## config.mk

```make
export PLATFORM = sky130hd
export DESIGN_NAME = timer_wave_top
export DESIGN_NICKNAME = d
export VERILOG_FILES = /design/src/design/timer_wave_pkg.sv /design/src/design/timer_link_if.sv /design/src/design/compare_buffer.sv /design/src/design/wave_unit.sv /design/src/design/timer_wave_top.sv
export VERILOG_INCLUDE_DIRS = /design/src /design/src/design
export SDC_FILE = /design/constraint.sdc
export NUM_CORES = 1
export LEC_CHECK = 0
export BUFFER_PORTS_ARGS = -buffer_cell sky130_fd_sc_hd__buf_4
export CAP_MARGIN = 15
export CELL_PAD_IN_SITES_DETAIL_PLACEMENT = 1
export CELL_PAD_IN_SITES_GLOBAL_PLACEMENT = 1
export CORE_ASPECT_RATIO = 0.75
export CORE_MARGIN = 3
export CORE_UTILIZATION = 45
export DETAILED_ROUTE_END_ITERATION = 8
export PLACE_DENSITY_LB_ADDON = 0.1
export SLEW_MARGIN = 20
export SYNTH_ARGS = -nofsm -noshare
export SYNTH_HDL_FRONTEND = slang
export SYNTH_SLANG_ARGS = --single-unit
```

## constraint.sdc

```tcl
create_clock -name sys_clk -period 4.6 [get_ports sys_clk]
set_clock_uncertainty 0.1 [all_clocks]
set_input_delay 0.69 -clock sys_clk [delete_from_list [all_inputs] [get_ports sys_clk]]
set_output_delay 0.69 -clock sys_clk [all_outputs]
set_load 0.005 [all_outputs]
```

## src/design/timer_wave_regs.svh

```systemverilog
// constants of the 8-bit timer waveform generator
`ifndef TIMER_WAVE_REGS_SVH
`define TIMER_WAVE_REGS_SVH
`define MODE_NORMAL 3'h0
`define MODE_PC_FULL 3'h1
`define MODE_CTC 3'h2
`define MODE_FAST_FULL 3'h3
`define MODE_PC_VAR 3'h5
`define MODE_FAST_VAR 3'h7
`define MODE_UPPER_BIT 2
`define ACT_OFF 2'h0
`define ACT_TOGGLE 2'h1
`define ACT_CLEAR 2'h2
`define ACT_SET 2'h3
`define COUNT_BOTTOM 8'h00
`define COUNT_MAX 8'hFF
`define COUNT_STEP 8'h01
`define COUNT_RESET 8'h00
`define WAVE_RESET 1'b0
`define FLAG_OVF 0
`define FLAG_CMP_A 1
`define FLAG_CMP_B 2
`define FAST_PERIOD 10'h100
`define PC_PERIOD 10'h1FE
`endif

```

## src/design/timer_wave_pkg.sv

```systemverilog
// types shared by the timer waveform generator
package timer_wave_pkg;
  typedef logic [7:0] count_type;
  typedef logic [2:0] mode_type;
  typedef logic [1:0] action_type;
  typedef enum logic [1:0] {
    DIR_UP = 2'b01,
    DIR_DOWN = 2'b10
  } dir_type;
endpackage

```

## src/design/timer_link_if.sv

```systemverilog
// counter state handed from the counter to the compare channels
interface timer_link_if;
  import timer_wave_pkg::*;
  logic tick;
  count_type count;
  count_type top;
  logic down;
  logic at_top;
  logic at_bottom;
  logic is_ctc;
  logic is_fast;
  logic is_pc;
  logic mode_upper;
  logic blocked;
  modport source (output tick, count, top, down, at_top, at_bottom, is_ctc, is_fast, is_pc,
    mode_upper, blocked);
  modport sink (input tick, count, top, down, at_top, at_bottom, is_ctc, is_fast, is_pc,
    mode_upper, blocked);
endinterface

```

## src/design/compare_buffer.sv

```systemverilog
// compare value with its pwm double buffer
`include "timer_wave_regs.svh"
module compare_buffer (
  // clock and reset
  input wire logic sys_clk,
  input wire logic rst_n,
  // counter state
  timer_link_if.sink link,
  // software write
  input wire logic write,
  input wire timer_wave_pkg::count_type write_data,
  // values
  output timer_wave_pkg::count_type buffer_value,
  output timer_wave_pkg::count_type active_value
);
  import timer_wave_pkg::*;

  always_ff @(posedge sys_clk) begin
    if (!rst_n) begin
      buffer_value <= `COUNT_RESET;
    end else if (write) begin
      buffer_value <= write_data;
    end
  end

  // pwm reloads only at the turn point so no odd-length pulse appears
  always_ff @(posedge sys_clk) begin
    if (!rst_n) begin
      active_value <= `COUNT_RESET;
    end else if (!(link.is_fast || link.is_pc)) begin
      if (write) begin
        active_value <= write_data;
      end
    end else if (link.tick && link.at_top) begin
      active_value <= buffer_value;
    end
  end

  property p_buffered;
    @(posedge sys_clk) disable iff (!rst_n)
    (link.is_fast || link.is_pc) && write && !(link.tick && link.at_top)
      |=> active_value == $past(active_value);
  endproperty
  a_buffered: assert property (p_buffered) else $error("pwm compare write took effect early");

  property p_direct;
    @(posedge sys_clk) disable iff (!rst_n)
    link.is_ctc && write |=> active_value == $past(write_data);
  endproperty
  a_direct: assert property (p_direct) else $error("ctc compare write not direct");
endmodule // compare_buffer

```

## src/design/wave_unit.sv

```systemverilog
// compare match detection and output waveform for one channel
`include "timer_wave_regs.svh"
module wave_unit #(
  parameter bit HAS_TOGGLE = 1'b1
) (
  // clock and reset
  input wire logic sys_clk,
  input wire logic rst_n,
  // counter state
  timer_link_if.sink link,
  // channel control
  input wire timer_wave_pkg::count_type compare,
  input wire timer_wave_pkg::action_type action,
  input wire logic force_match,
  // results
  output logic match_tick,
  output logic wave
);
  import timer_wave_pkg::*;

  logic match;
  logic up_seen;
  logic next_wave;
  logic pwm_toggle;
  logic match_level;

  assign match = (link.count == compare) && !link.blocked;
  assign match_tick = link.tick && match;
  assign pwm_toggle = HAS_TOGGLE && link.mode_upper && (action == `ACT_TOGGLE);
  // a bottom compare counts as up-match so the output stays flat
  assign match_level = (link.down && compare != `COUNT_BOTTOM) ? ~action[0] : action[0];

  always_comb begin
    next_wave = wave;
    if (link.is_fast || link.is_pc) begin
      if (pwm_toggle) begin
        if (match_tick) begin
          next_wave = ~wave;
        end
      end else if (action[1] && link.tick) begin
        if (link.is_fast) begin
          if (match && compare != link.top) begin
            next_wave = action[0];
          end
          if (link.at_top) begin
            next_wave = ~action[0];
          end
        end else if (match && compare != link.top) begin
          next_wave = match_level;
        end else if (link.at_top && !link.down) begin
          if (compare == link.top) begin
            next_wave = ~action[0];
          end else if (!up_seen) begin
            next_wave = action[0];
          end
        end
      end
    end else if (match_tick || force_match) begin
      case (action)
        `ACT_TOGGLE: next_wave = ~wave;
        `ACT_CLEAR: next_wave = 1'b0;
        `ACT_SET: next_wave = 1'b1;
        default: next_wave = wave;
      endcase
    end
  end

  always_ff @(posedge sys_clk) begin
    if (!rst_n) begin
      wave <= `WAVE_RESET;
    end else begin
      wave <= next_wave;
    end
  end

  // remembers the up-slope match so a missed one is made good at top
  always_ff @(posedge sys_clk) begin
    if (!rst_n) begin
      up_seen <= 1'b0;
    end else if (match_tick && (!link.down || compare == `COUNT_BOTTOM)) begin
      up_seen <= 1'b1;
    end else if (link.tick && link.at_bottom && link.down) begin
      up_seen <= 1'b0;
    end
  end

  property p_toggle;
    @(posedge sys_clk) disable iff (!rst_n)
    link.is_ctc && match_tick && action == `ACT_TOGGLE |=> wave != $past(wave);
  endproperty
  a_toggle: assert property (p_toggle) else $error("toggle on match missing");

  property p_fast_bottom;
    @(posedge sys_clk) disable iff (!rst_n)
    link.is_fast && link.tick && link.at_top && action[1] |=> wave == !$past(action[0]);
  endproperty
  a_fast_bottom: assert property (p_fast_bottom) else $error("fast pwm bottom level wrong");
endmodule // wave_unit

```

## src/design/timer_wave_top.sv

```systemverilog
// 8-bit timer counter with clear-on-match, fast pwm and phase correct pwm
`include "timer_wave_regs.svh"
module timer_wave_top (
  // clock and reset
  input wire logic sys_clk,
  input wire logic rst_n,
  // prescaled timer clock enable
  input wire logic timer_tick,
  // configuration
  input wire timer_wave_pkg::mode_type waveform_mode_field,
  input wire timer_wave_pkg::action_type output_a_action_bits,
  input wire timer_wave_pkg::action_type output_b_action_bits,
  // software writes
  input wire logic compare_a_write,
  input wire logic compare_b_write,
  input wire timer_wave_pkg::count_type compare_write_data,
  input wire logic count_write,
  input wire timer_wave_pkg::count_type count_write_data,
  input wire logic force_a,
  input wire logic force_b,
  input wire logic [2:0] flag_clear,
  // state readback
  output timer_wave_pkg::count_type count_value,
  output timer_wave_pkg::count_type compare_value_a,
  output timer_wave_pkg::count_type compare_value_b,
  output logic overflow_flag,
  output logic compare_flag_a,
  output logic compare_flag_b,
  // compare output pins
  output logic wave_out_a,
  output logic wave_out_b,
  output logic wave_out_a_en,
  output logic wave_out_b_en
);
  import timer_wave_pkg::*;

  ////////////////////////////////////////////////////////////////////////////
  // mode decode

  timer_link_if link ();

  logic is_ctc;
  logic is_fast;
  logic is_pc;
  logic top_from_compare;
  count_type top;
  count_type next_count;
  dir_type dir;
  dir_type next_dir;
  logic blocked;
  logic ovf_event;
  logic [2:0] flag_set;
  logic [1:0] pending;
  logic [9:0] period_ticks;
  logic period_valid;

  count_type active [2];
  count_type shown [2];
  logic ch_write [2];
  action_type ch_action [2];
  logic ch_force [2];
  logic ch_match [2];
  logic ch_wave [2];
  logic ch_en [2];

  assign is_ctc = waveform_mode_field == `MODE_CTC;
  assign is_fast = waveform_mode_field == `MODE_FAST_FULL ||
    waveform_mode_field == `MODE_FAST_VAR;
  assign is_pc = waveform_mode_field == `MODE_PC_FULL ||
    waveform_mode_field == `MODE_PC_VAR;
  assign top_from_compare = is_ctc || waveform_mode_field == `MODE_FAST_VAR ||
    waveform_mode_field == `MODE_PC_VAR;
  assign top = top_from_compare ? active[0] : `COUNT_MAX;

  assign link.tick = timer_tick;
  assign link.count = count_value;
  assign link.top = top;
  assign link.down = dir == DIR_DOWN;
  assign link.at_top = count_value == top;
  assign link.at_bottom = count_value == `COUNT_BOTTOM;
  assign link.is_ctc = is_ctc;
  assign link.is_fast = is_fast;
  assign link.is_pc = is_pc;
  assign link.mode_upper = waveform_mode_field[`MODE_UPPER_BIT];
  assign link.blocked = blocked;

  ////////////////////////////////////////////////////////////////////////////
  // counting sequence

  always_comb begin
    next_count = count_value;
    next_dir = is_pc ? dir : DIR_UP;
    if (count_write) begin
      next_count = count_write_data;
    end else if (timer_tick) begin
      if (is_ctc || is_fast) begin
        // a top below the count is missed and the count wraps through MAX
        next_count = link.at_top ? `COUNT_BOTTOM : count_value + `COUNT_STEP;
      end else if (is_pc) begin
        if (dir == DIR_UP) begin
          if (link.at_top) begin
            next_dir = DIR_DOWN;
            next_count = (top == `COUNT_BOTTOM) ? `COUNT_BOTTOM : count_value - `COUNT_STEP;
          end else begin
            next_count = count_value + `COUNT_STEP;
          end
        end else if (link.at_bottom) begin
          next_dir = DIR_UP;
          next_count = (top == `COUNT_BOTTOM) ? `COUNT_BOTTOM : count_value + `COUNT_STEP;
        end else begin
          next_count = count_value - `COUNT_STEP;
        end
      end else begin
        next_count = count_value + `COUNT_STEP;
      end
    end
  end

  always_ff @(posedge sys_clk) begin
    if (!rst_n) begin
      count_value <= `COUNT_RESET;
    end else begin
      count_value <= next_count;
    end
  end

  always_ff @(posedge sys_clk) begin
    if (!rst_n) begin
      dir <= DIR_UP;
    end else begin
      case (next_dir)
        DIR_UP: dir <= DIR_UP;
        DIR_DOWN: dir <= DIR_DOWN;
        default: dir <= DIR_UP;
      endcase
    end
  end

  // holds until the next tick, so a stopped timer still blocks one match
  always_ff @(posedge sys_clk) begin
    if (!rst_n) begin
      blocked <= 1'b0;
    end else if (count_write) begin
      blocked <= 1'b1;
    end else if (timer_tick) begin
      blocked <= 1'b0;
    end
  end

  ////////////////////////////////////////////////////////////////////////////
  // compare channels

  assign ch_write[0] = compare_a_write;
  assign ch_write[1] = compare_b_write;
  assign ch_action[0] = output_a_action_bits;
  assign ch_action[1] = output_b_action_bits;
  assign ch_force[0] = force_a && !(is_fast || is_pc);
  assign ch_force[1] = force_b && !(is_fast || is_pc);

  for (genvar i = 0; i < 2; i++) begin : g_channel
    compare_buffer u_buffer (
      .sys_clk(sys_clk),
      .rst_n(rst_n),
      .link(link.sink),
      .write(ch_write[i]),
      .write_data(compare_write_data),
      .buffer_value(shown[i]),
      .active_value(active[i])
    );

    wave_unit #(.HAS_TOGGLE(i == 0)) u_wave (
      .sys_clk(sys_clk),
      .rst_n(rst_n),
      .link(link.sink),
      .compare(active[i]),
      .action(ch_action[i]),
      .force_match(ch_force[i]),
      .match_tick(ch_match[i]),
      .wave(ch_wave[i])
    );

    // pin override; the port direction stays with software
    always_ff @(posedge sys_clk) begin
      if (!rst_n) begin
        ch_en[i] <= 1'b0;
      end else begin
        ch_en[i] <= ch_action[i][1] || (ch_action[i] == `ACT_TOGGLE &&
          (!(is_fast || is_pc) || (i == 0 && link.mode_upper)));
      end
    end

    // flag lands one tick after the match
    always_ff @(posedge sys_clk) begin
      if (!rst_n) begin
        pending[i] <= 1'b0;
      end else if (timer_tick) begin
        pending[i] <= ch_match[i];
      end
    end
  end

  assign compare_value_a = shown[0];
  assign compare_value_b = shown[1];
  assign wave_out_a = ch_wave[0];
  assign wave_out_b = ch_wave[1];
  assign wave_out_a_en = ch_en[0];
  assign wave_out_b_en = ch_en[1];

  ////////////////////////////////////////////////////////////////////////////
  // flags

  assign ovf_event = timer_tick && !count_write && (
    (is_fast && link.at_top) ||
    (is_pc && link.at_bottom) ||
    (!is_fast && !is_pc && count_value == `COUNT_MAX));
  assign flag_set[`FLAG_OVF] = ovf_event;
  assign flag_set[`FLAG_CMP_A] = timer_tick && pending[0];
  assign flag_set[`FLAG_CMP_B] = timer_tick && pending[1];

  // a set in the clearing cycle wins
  always_ff @(posedge sys_clk) begin
    if (!rst_n) begin
      overflow_flag <= 1'b0;
    end else begin
      overflow_flag <= flag_set[`FLAG_OVF] || (overflow_flag && !flag_clear[`FLAG_OVF]);
    end
  end

  always_ff @(posedge sys_clk) begin
    if (!rst_n) begin
      compare_flag_a <= 1'b0;
    end else begin
      compare_flag_a <= flag_set[`FLAG_CMP_A] ||
        (compare_flag_a && !flag_clear[`FLAG_CMP_A]);
    end
  end

  always_ff @(posedge sys_clk) begin
    if (!rst_n) begin
      compare_flag_b <= 1'b0;
    end else begin
      compare_flag_b <= flag_set[`FLAG_CMP_B] ||
        (compare_flag_b && !flag_clear[`FLAG_CMP_B]);
    end
  end

  ////////////////////////////////////////////////////////////////////////////
  // checks

  // ticks between overflow events, only for the period checks
  always_ff @(posedge sys_clk) begin
    if (!rst_n || count_write) begin
      period_ticks <= 10'h000;
      period_valid <= 1'b0;
    end else if (ovf_event) begin
      period_ticks <= 10'h001;
      period_valid <= 1'b1;
    end else if (timer_tick) begin
      period_ticks <= period_ticks + 10'h001;
    end
  end

  property p_ctc_clear;
    @(posedge sys_clk) disable iff (!rst_n)
    timer_tick && is_ctc && count_value == active[0] && !count_write
      |=> count_value == `COUNT_BOTTOM;
  endproperty
  a_ctc_clear: assert property (p_ctc_clear) else $error("ctc count not cleared");

  property p_ctc_wrap;
    @(posedge sys_clk) disable iff (!rst_n)
    timer_tick && is_ctc && count_value == `COUNT_MAX && !count_write
      |=> count_value == `COUNT_BOTTOM && overflow_flag;
  endproperty
  a_ctc_wrap: assert property (p_ctc_wrap) else $error("ctc wrap or overflow wrong");

  property p_fast_step;
    @(posedge sys_clk) disable iff (!rst_n)
    timer_tick && is_fast && !link.at_top && !count_write
      |=> count_value == $past(count_value) + `COUNT_STEP;
  endproperty
  a_fast_step: assert property (p_fast_step) else $error("fast pwm count not rising");

  property p_fast_restart;
    @(posedge sys_clk) disable iff (!rst_n)
    timer_tick && is_fast && link.at_top && !count_write
      |=> count_value == `COUNT_BOTTOM && overflow_flag;
  endproperty
  a_fast_restart: assert property (p_fast_restart) else $error("fast pwm top wrong");

  property p_pc_turn;
    @(posedge sys_clk) disable iff (!rst_n)
    timer_tick && is_pc && dir == DIR_UP && link.at_top && top != `COUNT_BOTTOM &&
      !count_write |=> count_value == $past(top) - `COUNT_STEP && dir == DIR_DOWN;
  endproperty
  a_pc_turn: assert property (p_pc_turn) else $error("phase correct top not single");

  property p_pc_ovf;
    @(posedge sys_clk) disable iff (!rst_n)
    timer_tick && is_pc && link.at_bottom && !count_write |=> overflow_flag;
  endproperty
  a_pc_ovf: assert property (p_pc_ovf) else $error("phase correct overflow missing");

  property p_flag_delay;
    @(posedge sys_clk) disable iff (!rst_n)
    ch_match[0] ##1 timer_tick
      |=> compare_flag_a;
  endproperty
  a_flag_delay: assert property (p_flag_delay) else $error("compare flag not set");

  property p_block;
    @(posedge sys_clk) disable iff (!rst_n)
    count_write ##1 timer_tick |-> !ch_match[0] && !ch_match[1];
  endproperty
  a_block: assert property (p_block) else $error("match after count write");

  property p_hold_no_tick;
    @(posedge sys_clk) disable iff (!rst_n)
    !timer_tick && !count_write |=> count_value == $past(count_value);
  endproperty
  a_hold_no_tick: assert property (p_hold_no_tick) else $error("count moved without tick");

  property p_period;
    @(posedge sys_clk) disable iff (!rst_n)
    ovf_event && period_valid && $stable(waveform_mode_field) &&
      (waveform_mode_field == `MODE_FAST_FULL || waveform_mode_field == `MODE_PC_FULL)
      |-> period_ticks == (is_fast ? `FAST_PERIOD : `PC_PERIOD);
  endproperty
  a_period: assert property (p_period) else $error("pwm period length wrong");
endmodule // timer_wave_top

```

==> Word-level counts from Yosys, hierarchy flattened <==
Memories as Yosys holds them, arrays and structs flattened.
Cells that the tools add are included.
Widths: inputs -> output; s select.
{ "classes": {"addsub": 2, "multipliers": 0, "div": 0, "n_lt_le_gt_ge": 0, "eq_ne": 32, "shifts": 0, "n_mux": 61, "bitwise_logic": 6, "reduce_logical": 78} }
{ "ops": {"columns": ["op", "count"], "rows": [
  ["$mux 8", 17],
  ["$eq 8x8->1", 5],
  ["$mux 1", 33],
  ["$logic_and 1x1->1", 32],
  ["$logic_not 8->1", 4],
  ["$logic_or 1x1->1", 18],
  ["$mux 2", 9],
  ["$ne 8x8->1", 2],
  ["$reduce_bool 8->1", 2],
  ["$reduce_bool 2->1", 7],
  ["$eq 2x2->1 const B", 6],
  ["$logic_not 1->1", 9],
  ["$add 8x1->8 const B", 1],
  ["$eq 8x8->1 const B", 1],
  ["$reduce_bool 4->1", 2],
  ["$sub 8x1->8 const B", 1],
  ["$reduce_and 7->1", 1],
  ["$eq 2x1->1 const B", 3],
  ["$eq 3x2->1 const B", 2],
  ["$eq 3x3->1 const B", 2],
  ["$ne 6x5->1 const B", 1],
  ["$pmux 1 s3", 2],
  ["$reduce_and 6->1", 1],
  ["$ne 5x1->1 const B", 1],
  ["other kinds (11)", 17]
]} }
{ "totals": {"regBits": 52, "latch_bits": 0, "mem_bits_rw": 2, "romBits": 0, "inputBits": 34, "output_inout_bits": 31, "word_cells": 196, "memories": 1} }
{ "memory_table": {"columns": ["name", "words", "width", "read_ports", "rd_clocked_by_memory_dff", "write_ports", "line_no", "source"], "rows": [
  ["ch_en", 2, 1, 2, 0, 2, "timer_wave_top.sv:64", "logic ch_en [2];"]
]} }

==> Longest topological paths before layout <==
Gate-level depths: netlist of run 1.
{ "depth": {"ltp_word": 13, "mapped_depth": 10, "ltp_nobuf": 9} }

==> By module <==
From an unflattened synthesis of run 1, not the netlist that was laid out.
{ "hier_totals": {"hier_cells": 495, "area_unflattened_um2": 4032.6} }
{ "by_module_without_submodules": {"columns": ["mod", "n_inst", "cells_per_inst", "area_each_um2", "seq_area_each_um2"], "rows": [
  ["compare_buffer", 2, 74, 774.5, 320.3],
  ["timer_wave_top", 1, 222, 1544.0, 360.3],
  ["wave_unit at g_channel[0].u_wave", 1, 69, 514.2, 40.0],
  ["wave_unit at g_channel[1].u_wave", 1, 56, 425.4, 40.0]
]} }

==> Worst setup path after synthesis of run 1 <==
Ideal clock, no wire load.
{ "synth_path": {"path_kind": "input-to-reg", "startpoint": "in waveform_mode_field[2]", "endpoint": "reg count_value[3]", "setup_ns": 0.129, "t_arrival_ns": 2.504, "required_time_ns": 4.371, "path_slack_ns": 1.867, "cell_stages": 9, "n_path_buf": 2, "path_cell_list": "or3b_1 -> buf_2 -> and2_1 -> o22ai_4 -> o211a_4 -> buf_6 -> o22ai_1 -> a2111oi_0 -> nor2_1"} }
{ "synth_via": {"elab_chain_cells": 12, "elab_cells_between_ends": 23, "classes_between": "6 x eq/ne; 11 x mux; 6 x reduce/logical"} }
{ "synth_rtl": {"columns": ["item", "line_no", "source"], "rows": [
  ["start: declaration", "timer_wave_top.sv:10", "input wire timer_wave_pkg::mode_type waveform_mode_field,"],
  ["$eq 3x2->1 (no source line) or $eq 3x3->1 (tied branches)", null, null],
  ["$logic_or 1x1->1 (no source line) (2 in series)", null, null],
  ["$mux 8 (no source line)", null, null],
  ["$logic_not 8->1 (no source line)", null, null],
  ["$mux 8 (no source line)", null, null],
  ["$mux 8 (on tied branches)", "timer_wave_top.sv:107, timer_wave_top.sv:101", null],
  ["$mux 8", "timer_wave_top.sv:100", "if (dir == DIR_UP) begin"],
  ["$mux 8", "timer_wave_top.sv:99", "end else if (is_pc) begin"],
  ["$mux 8 (*)", "timer_wave_top.sv:96", "if (is_ctc || is_fast) begin"],
  ["$mux 8 (*)", "timer_wave_top.sv:95", "end else if (timer_tick) begin"],
  ["$mux 8 (*)", "timer_wave_top.sv:93", "if (count_write) begin"],
  ["end signal: assignment", "timer_wave_top.sv:121", "count_value <= `COUNT_RESET;"],
  ["end signal: assignment", "timer_wave_top.sv:123", "count_value <= next_count;"],
  ["end: declaration", "timer_wave_top.sv:23", "output timer_wave_pkg::count_type count_value,"]
]} }
Mark *: on every way between the ends. The rest lies on a longest branch, timed or not. The select of a mux whose other input is x is not followed.
A chain may end at the register's enable or synchronous reset.

==> Final worst setup path of run 1 <==
{ "layout_path": {"startpoint": "reg count_value[6]", "endpoint": "reg g_channel[0].u_wave.wave"} }
{ "layout_via": {"elab_chain_cells": 8, "elab_cells_between_ends": 19, "classes_between": "6 x eq/ne; 6 x mux; 7 x reduce/logical"} }
{ "layout_rtl": {"columns": ["item", "line_no", "source"], "rows": [
  ["$eq 8x8->1", "wave_unit.sv:27", "assign match = (link.count == compare) && !link.blocked;"],
  ["$logic_and 1x1->1", "wave_unit.sv:27", null],
  ["$logic_and 1x1->1", "wave_unit.sv:42, wave_unit.sv:48", null],
  ["$mux 1", "wave_unit.sv:48", "end else if (match && compare != link.top) begin"],
  ["$mux 1", "wave_unit.sv:41", "if (link.is_fast) begin"],
  ["$mux 1", "wave_unit.sv:40", "end else if (action[1] && link.tick) begin"],
  ["$mux 1", "wave_unit.sv:36", "if (pwm_toggle) begin"],
  ["$mux 1", "wave_unit.sv:35", "if (link.is_fast || link.is_pc) begin"],
  ["end signal: assignment", "wave_unit.sv:70", "wave <= `WAVE_RESET;"],
  ["end signal: assignment", "wave_unit.sv:72", "wave <= next_wave;"],
  ["end: declaration", "wave_unit.sv:17", "output logic wave"]
]} }
Parallel ways exist; a longest one is shown, timed or not. The select of a mux whose other input is x is not followed.

==> results of run 1 <==
## worst min-delay path by stage
stage / depth (start not counted) / slack [ns] / startpoint / endpoint
4_1_cts: 2 / 0.39 / pending[0]$_SDFFE_PN0P_ / pending[0]$_SDFFE_PN0P_
6_report: 2 / 0.38 / pending[1]$_SDFFE_PN0P_ / compare_flag_b$_SDFF_PN0_
3_5_place_dp: 2 / 0.37 / pending[0]$_SDFFE_PN0P_ / pending[0]$_SDFFE_PN0P_
3_3_place_gp: 2 / 0.36 / pending[0]$_SDFFE_PN0P_ / pending[0]$_SDFFE_PN0P_
5_1_grt: 2 / 0.40 / pending[0]$_SDFFE_PN0P_ / pending[0]$_SDFFE_PN0P_
2_1_floorplan: 2 / 0.34 / pending[1]$_SDFFE_PN0P_ / compare_flag_b$_SDFF_PN0_
## synth_stat cells (all sizes together), types with 3 or more instances
master	count	area, um2
nand2b	8	50.05
a211oi	6	50.05
xor2	6	52.55
nor2b	3	18.77
clkbuf	26	97.59
nor2	53	198.9
o2111ai	3	26.28
mux2	3	33.78
a2111oi	3	32.53
nand2	82	307.8
dfxtp	54	1081
o21ai	21	105.1
a21o	18	135.1
o22ai	11	82.58
a22oi	8	60.06
xnor2	18	176.4
and3	3	18.77
nand4	5	31.28
buf	12	71.31
or4	6	45.04
a21oi	42	214.0
mux2i	17	170.2
nor4bb	5	50.05
inv	9	33.78
a221oi	6	58.80
a31oi	6	43.79
nand3	13	65.06
nor3	5	30.03
o211ai	7	66.31
and2	3	18.77
## registers in the layout, indices dropped and copies added (netlist names)
name and cells:
ch_en 2, g_channel.u_wave.up_seen 2, compare_flag_a 1, blocked 1, dir 2, overflow_flag 1, count_value 8, g_channel.u_buffer.active_value 16
g_channel.u_buffer.buffer_value 16, g_channel.u_wave.wave 2, pending 2, compare_flag_b 1
## layout make-up
type                            instances  area, um2  area share
Tap cell                              105      131.4     0.02937
Sequential cell                        54       1081      0.2417
Multi-Input combinational cell        395       2514      0.5620
Timing Repair Buffer                   71      533.0      0.1192
Clock inverter                          3      47.55     0.01063
Clock buffer                            5      125.1     0.02797
Inverter                               11      41.29    0.009231
## routing by layer
metal | global-route usage | up-vias | routed length [um]
met5 | 0 | - | 0
li1 | - | 1873 | -
met4 | 0.05131 | 0 | 95
met1 | 0.3911 | 1933 | 6185
met3 | 0.05430 | 8 | 922
met2 | 0.4067 | 148 | 5531
## report_power, final
group / switching, mW / internal (mW)
clock: 0.191 / 0.260
sequential: 0.0390 / 0.491
combinational: 0.167 / 0.134
## critical path, stage by stage, from the launching register on
cell and delay [ns]:
dfxtp_1 0.72, xor2_1 0.15, nor4_1 0.41, nor4b_2 0.63, nand2_1 0.32, a32o_1 0.34
o21ba_1 0.19, a311oi_1 0.22
## logic make-up after synthesis
group / after synthesis / synth area share
AO/OA/AOI/OAI: 154 / 0.2960
XOR/XNOR: 24 / 0.06018
adder cells (fa/ha/maj): 2 / 0.006576
buffers and inverters: 49 / 0.05524
flip-flops: 54 / 0.2841
multiplexers: 20 / 0.05360
AND/OR/NAND/NOR: 195 / 0.2443
## through the flow
stage | std cells | total power, mW
after global placement | 636 | 0.8257
final | 644 | 1.283
after detailed placement | 636 | 0.8360
after floorplan | 498 | 0.7282
after global routing | 644 | 1.346
after CTS | 644 | 1.290
==> metrics.md, run 1 <==
| Metric | Value |
|---|---|
| Syn Nets | 534 |
| Worst r2r path cells | 7 |
| Pre-antenna DRT Iters | 5 |
| Core Rows | 28 |
| Buffers inserted by post-CTS timing repair | 0 |
| Io pins | 65 |
| Drt drc | 0 |
| Gr usage total | 0.2665 |
| Max_cap viols | 0 |
| Fillcell total | 1025 |
| Synth Flop Type | dfxtp_1 |
| Drt via density | 6.152 |
| Hold_buf cts | 0 |
| Core area | 0.008058 mm2 |
| Setup CP Type | register to register |
| Post-route minimum period | 3.180 ns |
| Worst IR Drop VDD | 149.9 uV |
| Wire per inst | slightly below 20 um |
| Rel. slew slack | 0.4799 |
| Layout cells sized above 1 | 0.1855 |
| Warnings from Yosys | 0 |
| Clock Tree Root | clkbuf_16 |
| Period utilization | 0.6913 |
| Final WS setup | approximately 1.4 ns |
| # diodes | 0 |
| Critical Path End Type | register |
| Static Leak | ~1.7 nW |
| CTS buffer count | 5 |
| Yosys reg bits | 54 |
| Clock buffer depth | 2 |
| Register area share after synthesis | 0.2841 |
| Crit path launch type | register |
| Total gr overflow | 0 |
| Place WS | around 1.3 ns |
| Die area | 0.009607 mm2 |
| Setup violators final | 0 |
| Crit. Startpoint | count_value[6]$_SDFFE_PN0P_ |
| Critical path endpoint | g_channel[0].u_wave.wave$_SDFFE_PN0P_ |
| Unrepaired setup endpoints after global routing | no |
| Hold crit path type | register to register |
| Max Freq | 314.5 MHz |
| Final #Nets | 574 |
| Outcome | completed |
| Most frequent cells in the layout | nand2_1 (82), buf_4 (71), dfxtp_1 (54) |
| Area delta synth->final | 17.56% |
| PwrDens | 286.7 mW/mm2 |
| R2r endpoint | g_channel[0].u_wave.wave$_SDFFE_PN0P_ |
| EDFF count, synth | 0 |
| Unique masters post-synth | between 70 and 80 |
| Most common cell after layout, fill and taps aside | nand2_1 |
| # clock sinks | 54 |
| CP Max Fanout | 15 |
| Post-CTS Resized | 0 |
| R2r startpoint | count_value[6]$_SDFFE_PN0P_ |
| Final core occ | 0.5551 |
| Actual slew at the worst max-slew pin | 0.7795 ns |
| Final Hold Vio Count | 0 |
| Chip Width | between 100 and 150 um |
| Gpl congestion | slightly above 0.9 |
| Reg2Reg Setup Slack | around 1.4 ns |
| DRT iter0 DRCs | approximately 290 |
| Req. time, crit path | 4.70 ns |
| Final WL | 12740 um |
| Starting Density | 0.4722 |
| Via count | 3962 |
| Buffers on Ports | 64 |
| Async S/R FF share, synth | 0 |
| Vias in the first global route | 3949 |
| Cell area after synthesis | 0.003805 mm2 |
| H-tree levels | 2 |
| Die Height | between 80 and 90 um |
| Largest net degree at the start of global routing | 36 |
| Syn avg cell area | about 7.6 um2 |
| Max-slew violation count | 0 |
| First-pass GRT wire length | ~21000 um |
| Fin area | between 0.004 and 0.005 mm2 |
| Hold WS | 0.3828 ns |
| CP arrival | 3.28 ns |
| CTS tree | done |
| Post-synthesis cell count | ~500 |
| Setup_tns | 0 ns |
| Dpl hpwl | 9336 um |
| Antenna violations before repair | 0 |
| Clk Latency, worst-skew pair | 0.30 ns |
| Remaining antenna violation count after routing | 0 |
| Placed cell area | 0.004300 mm2 |
| Clock transition at path regs | 0.07 ns |
(Power assumes the default switching activity.)
==> inputs of run 2 (changes only) <==
ABC_AREA = 1   (was not set)
CORE_UTILIZATION = 38   (was 45)
clock period = 3.2 ns   (was 4.6 ns; I/O delays follow)
==> metrics.md, run 2 <==
| Metric | Value |
|---|---|
| Drt via density | 5.401 (-12%) |
| Req. time, crit path | 3.28 ns (-1.42 ns) |
| Hold_buf cts | 0 (unchanged) |
| Setup CP Type | primary input to register |
| Core Rows | 30 (+7.1%) |
| CP Buf/Inv Count | 3 (+3) |
| Largest family of logic cells by synthesized area | simple AND/OR/NAND/NOR gates |
| # clock sinks | 54 (unchanged) |
| Finished Layout Cells | 817 (+27%) |
| Dpl cells | 809 (+27%) |
| Async S/R FF share, synth | 0 (unchanged) |
| Post-synthesis cell count | 636 (+28%) |
| Yosys reg bits | 54 (unchanged) |
| CP max-delay cell | buf_4 |
| Drt drc | 0 (unchanged) |
| Setup violators final | 0 (unchanged) |
| Clock transition at path regs | 0.08 ns (about the same) |
| Vias in the first global route | 4282 (+8.4%) |
| CTS buffer count | 5 (unchanged) |
| Xor and xnor fraction of the mapped netlist area | 0.02602 (-0.03416) |
| Static Leak | 2.192 nW (+26%) |
| Pre-antenna DRT Iters | 4 (-1) |
| Wire per inst | 17.34 um (-12%) |
| Hold crit path type | primary input to register |
| Syn avg cell area | 5.821 um2 (-24%) |
| Top-area cell type share of the netlist area | 0.2920 (+0.007873) |
| Final core occ | 0.4787 (-0.07645) |
| Max_cap viols | 0 (unchanged) |
| Count leader, synth | nand2_1 |
| Die Height | 91.48 um (+6.8%) |
| Clk Latency, worst-skew pair | 0.30 ns (about the same) |
| Actual slew at the worst max-slew pin | 0.6495 ns (-0.1299 ns) |
| Largest net degree at the start of global routing | 37 (+2.8%) |
| Buffers inserted by post-CTS timing repair | 0 (unchanged) |
| Most common cell after layout, fill and taps aside | nand2_1 |
| # diodes | 0 (unchanged) |
| Synth Flop Type | dfxtp_1 |
| First-pass GRT wire length | 22980 um (+9.7%) |
| CTS tree | done |
| Fillcell total | 1340 (+31%) |
| H-tree levels | 2 (unchanged) |
| Chip Width | 120.0 um (+6.9%) |
| Period utilization | 0.8122 |
| Max-slew violation count | 0 (unchanged) |
| CP arrival | 2.68 ns (-0.60 ns) |
| Starting Density | 0.3993 (-0.07288) |
| Syn Nets | 672 (+26%) |
| Max Freq | 384.8 MHz |
| Final Hold Vio Count | 0 (unchanged) |
| Post-synthesis mux area share | 0 (-0.05360) |
| DRT iter0 DRCs | 300 (+4.2%) |
| Cell area after synthesis | 0.003702 mm2 (-2.7%) |
| Regs by FF count | g_channel.u_buffer.active_value (16), g_channel.u_buffer.buffer_value (16), count_value (8) |
| Via count | 4413 (+11%) |
| EDFF count, synth | 0 (unchanged) |
| Die area | 0.01098 mm2 (+14%) |
| Core area | 0.009271 mm2 (+15%) |
| Layout cells sized above 1 | 0.1277 (-0.05781) |
| Unique masters post-synth | 31 (-57%) |
| Io pins | 65 (unchanged) |
| Buffers on Ports | 64 (unchanged) |
| Warnings from Yosys | 0 (unchanged) |
| Critical Path End Type | register |
| Clock Tree Root | clkbuf_16 |
| Outcome | completed |
| Register area share after synthesis | 0.2920 (+0.007873) |
| Gr usage total | 0.2629 (-0.003585) |
| Most frequent cells in the layout | nand2_1 (203), nor2_1 (73), inv_1 (72) |
| Area delta synth->final | 19.87% |
| Clock buffer depth | 2 (unchanged) |
| Unrepaired setup endpoints after global routing | no |
| Total gr overflow | 0 (unchanged) |
| CP Cell Sequence | buf_4 > inv_2 > nand2_2 > nand2_1 > nand2_1 > nand2_1 > nor2_1 > nand2_1 > nor2_4 > nand3_2 > nand2_2 > inv_1 > o21ai_0 > a21oi_1 |
| Worst IR Drop VDD | 216.3 uV (+44%) |
| Remaining antenna violation count after routing | 0 (unchanged) |
| Setup_tns | 0 ns (unchanged) |
| Final #Nets | 724 (+26%) |
| CP top delay family | simple AND/OR/NAND/NOR gates |
| PwrDens | 427.2 mW/mm2 (+49%) |
| Post-synth top cells | nand2_1 (203), nor2_1 (73), inv_1 (72) |
| Final WL | 14170 um (+11%) |
| Antenna violations before repair | 0 (unchanged) |
| Synth Area in Simple Gates | 0.3988 (+0.1545) |
| Crit path launch type | primary input |
| Top cell type by total area after synthesis | dfxtp_1 |
| Most frequent CP cell | nand2_1 |
| Complex-gate fraction of the synthesized area | 0.1680 (-0.1280) |
| Post-CTS Resized | 0 (unchanged) |
| Ranking of synthesized cells by area | dfxtp_1 (29%), nand2_1 (21%), nor2_1 (7.4%) |
| Post-route minimum period | 2.599 ns |
| Gpl congestion | 0.9263 (-0.96%) |
| Rel. slew slack | 0.5654 (+0.08550) |
| Adder-Cell Fraction of Synth Area | 0.006759 (+0.0001823) |
| CP Max Fanout | 25 (+10) |
| Slowest stage delay, CP | 0.28 ns (-0.44 ns) |
| Dpl hpwl | 11150 um (+19%) |
[run 2: cell count changes in the layout (fill, tap and decap cells not counted), sizes merged, moves of 11 or more]
cell | previous run | this run
o22ai | 11 | 0
a21o | 18 | 0
xnor2 | 18 | 2
nand2 | 82 | 207
nor2 | 53 | 74
nand4 | 5 | 17
mux2i | 17 | 0
nand3 | 13 | 48
o21ai | 21 | 47
inv | 10 | 75
[run 2: cell type report]
type | instances | area (um2) | area share
clock inverters | 3 | 48.80 | 0.01100
multi-input cells | 482 | 2220 | 0.5001
flip-flops and latches | 54 | 1081 | 0.2436
inverters | 76 | 285.3 | 0.06428
well taps | 128 | 160.2 | 0.03609
repair buffers | 69 | 518.0 | 0.1167
clock buffers | 5 | 125.1 | 0.02819
[run 2: worst min-delay path: cells and delay by family]
kind	cells	cell delay, ns
AO/OA/AOI/OAI	1	0.05
AND/OR/NAND/NOR	1	0.04
buffers and inverters	2	0.11
[run 2: cells by family (layout without fill, tap and decap cells)]
group	Yosys count	count (layout)
AND/OR/NAND/NOR	355	355
adder cells (fa/ha/maj)	2	2
AO/OA/AOI/OAI	114	114
buffers and inverters	100	153
XOR/XNOR	11	11
flip-flops	54	54
[run 2: routing by layer]
| layer | vias to the layer above | part of all wire | track usage | wire length, um |
|---|---|---|---|---|
| met1 | 2128 | 0.52 | 0.4073 | 7313 |
| met5 | - | 0 | 0 | 0 |
| li1 | 2152 | - | - | - |
| met3 | 16 | 0.063 | 0.04296 | 899 |
| met2 | 117 | 0.41 | 0.3773 | 5795 |
| met4 | 0 | 0.011 | 0.05434 | 162 |
[run 2: stage by stage]
step | hold slack [ns] | instance area [um2] | power [mW] | setup slack (ns)
after floorplan | 0.3364 | 3702 | 1.055 | 1.131
after global placement | 0.3507 | 4264 | 1.229 | 0.4915
after detailed placement | 0.3568 | 4264 | 1.244 | 0.3528
after CTS | 0.3201 | 4438 | 1.900 | 0.6415
after global routing | 0.3225 | 4438 | 2.003 | 0.3311
final | 0.3207 | 4438 | 1.896 | 0.6011
[run 2: worst paths after layout]
| check | to | slack [ns] | cells past startpoint | from |
|---|---|---|---|---|
| setup reg to reg | count_value[6]$_SDFFE_PN0P_ | 0.62 | 14 | count_value[1]$_SDFFE_PN0P_ |
| setup / recovery | g_channel[1].u_buffer.active_value[0]$_SDFFE_PN0P_ | 0.60 | 14 | waveform_mode_field[0] |
| hold reg to reg | overflow_flag$_SDFF_PN0_ | 0.37 | 2 | overflow_flag$_SDFF_PN0_ |
| hold / removal | overflow_flag$_SDFF_PN0_ | 0.32 | 4 | flag_clear[0] |
[run 2: report_power, final]
group / total, mW / leakage [nW] / switching (mW) / internal (mW)
Clock: 0.656 / 0.0819 / 0.281 / 0.376
Combinational: 0.474 / 1.66 / 0.300 / 0.174
Sequential: 0.766 / 0.445 / 0.0527 / 0.713
==> inputs of run 3 (changes only) <==
clock period = 2.4 ns   (was 3.2 ns; I/O delays follow)
==> metrics.md, run 3 (synthesis gave the netlist of run 2 again) <==
| Metric | Value |
|---|---|
| Fillcell total | 1367 (+2.0%) |
| Setup violators final | 0 (unchanged) |
| Worst IR Drop VDD | 292.9 uV (+35%) |
| Gr usage total | 0.2694 (+0.006484) |
| Rel. slew slack | 0.5812 (+0.01579) |
| CP arrival | 2.33 ns (-0.35 ns) |
| Setup_tns | 0 ns (unchanged) |
| Dpl hpwl | 11980 um (+7.5%) |
| Starting Density | 0.3993 (unchanged) |
| Actual slew at the worst max-slew pin | 0.6259 ns (-0.02359 ns) |
| Crit path launch type | primary input |
| Register area | 0.001082 mm2 (+0.12%) |
| Final WL | 14730 um (+3.9%) |
| Pre-antenna DRT Iters | 5 (+1) |
| Antenna violations before repair | 0 (unchanged) |
| Req. time, crit path | 2.54 ns (-0.74 ns) |
| Core area | 0.009271 mm2 (unchanged) |
| Area delta synth->final | 25.21% |
| Hold crit path type | primary input to register |
| Clock Tree Root | clkbuf_16 |
| First-pass GRT wire length | 23740 um (+3.3%) |
| Gpl congestion | 0.9437 (+1.9%) |
| CTS buffer count | 5 (unchanged) |
| Max_cap viols | 0 (unchanged) |
| Unrepaired setup endpoints after global routing | no |
| Post-route minimum period | 2.190 ns |
| Die Height | 91.48 um (unchanged) |
| Most frequent cells in the layout | nand2_1 (202), buf_4 (95), nor2_1 (73) |
| Final #Nets | 750 (+3.6%) |
| Clk Latency, worst-skew pair | 0.30 ns (about the same) |
| CTS tree | done |
| CP Max Fanout | 4 (-84%) |
| Final Hold Vio Count | 0 (unchanged) |
| Multi-input gate area | 0.002233 mm2 (+0.62%) |
| Period utilization | 0.9124 |
| Clock transition at path regs | 0.08 ns (about the same) |
| Layout cells sized above 1 | 0.1650 (+0.03731) |
| Io pins | 65 (unchanged) |
| Max Freq | 456.7 MHz |
| Largest net degree at the start of global routing | 36 (-2.7%) |
| Setup CP Type | primary input to register |
| Buffers inserted by post-CTS timing repair | 0 (unchanged) |
| Via count | 4565 (+3.4%) |
| Max-slew violation count | 0 (unchanged) |
| Die area | 0.01098 mm2 (unchanged) |
| Static Leak | 2.320 nW (+5.9%) |
| # diodes | 0 (unchanged) |
| Clock buffer depth | 2 (unchanged) |
| Wire per inst | 17.47 um (+0.71%) |
| Reg2Reg Setup Slack | 0.25 ns (-0.37 ns) |
| # clock sinks | 54 (unchanged) |
| Vias in the first global route | 4499 (+5.1%) |
| Total gr overflow | 0 (unchanged) |
| Power Total | 2.520 mW (+33%) |
| Final core occ | 0.5000 (+0.02132) |
| Drt drc | 0 (unchanged) |
| Chip Width | 120.0 um (unchanged) |
| Most common cell after layout, fill and taps aside | nand2_1 |
| Hold_buf cts | 0 (unchanged) |
| Critical Path End Type | register |
| DRT iter0 DRCs | 264 (-12%) |
| Regs by FF count | g_channel.u_buffer.active_value (16), g_channel.u_buffer.buffer_value (16), count_value (8) |
| H-tree levels | 2 (unchanged) |
| Buffers on Ports | 64 (unchanged) |
| Core Rows | 30 (unchanged) |
| Drt via density | 5.415 (+0.25%) |
| PwrDens | 543.7 mW/mm2 (+27%) |
| Outcome | completed |
| Post-CTS Resized | 0 (unchanged) |
| Remaining antenna violation count after routing | 0 (unchanged) |
run 3: final cells by class:
class,instances,area share
multi-input cells,482,0.4818
flip-flops and latches,54,0.2335
repair buffers,95,0.1538
inverters,76,0.06154
well taps,128,0.03455
clock buffers,7,0.03293
clock inverters,1,0.001889
run 3: per-layer routing:
layer | global-route usage | part of all wire | wire length [um] | vias to the layer above
met4 | 0.04957 | 0.0078 | 115 | 0
met3 | 0.03176 | 0.048 | 702 | 12
met1 | 0.4105 | 0.51 | 7553 | 2226
li1 | - | - | - | 2208
met2 | 0.4067 | 0.43 | 6353 | 119
met5 | 0 | 0 | 0 | -
run 3: worst max-delay path: stages:
cell and delay [ns]:
buf_4 0.11, inv_1 0.10, nand2_1 0.17, a21oi_2 0.33
buf_4 0.20, nand3_1 0.08, nand2_1 0.12, nand2_1 0.09
nor2_1 0.14, nand2_1 0.10, nand2_1 0.07, nand2_1 0.06
nand2_1 0.08, nand2_1 0.07, nand2_1 0.07, nand2_1 0.06
nor2_1 0.10
run 3: worst paths after layout:
kind                                                            from                                                  to  cells after the start
setup / recovery                              waveform_mode_field[2]               g_channel[1].u_wave.wave$_SDFFE_PN0P_                     17
hold / removal                                 compare_write_data[0]  g_channel[0].u_buffer.buffer_value[0]$_SDFFE_PN0P_                      3
setup reg to reg                         count_value[0]$_SDFFE_PN0P_                         count_value[6]$_SDFFE_PN0P_                     14
hold reg to reg   g_channel[1].u_buffer.buffer_value[2]$_SDFFE_PN0P_  g_channel[1].u_buffer.buffer_value[2]$_SDFFE_PN0P_                      2
run 3: stage by stage:
step / instance area [um2] / hold WS [ns] / setup slack (ns) / instances
CTS: 4621 / 0.1990 / 0.2097 / 843
detailed placement: 4459 / 0.3610 / -0.1110 / 835
finish: 4636 / 0.2017 / 0.2102 / 843
global route: 4636 / 0.2116 / 0.001114 / 843
floorplan: 3702 / 0.3364 / 0.4505 / 636
global placement: 4459 / 0.3500 / 0.05329 / 835
run 3: report_power, final:
part,switching [mW],leakage [nW],total (mW),internal (mW)
sequential,0.0556,0.446,1.01,0.951
combinational,0.427,1.79,0.695,0.268
clock,0.371,0.0801,0.818,0.448
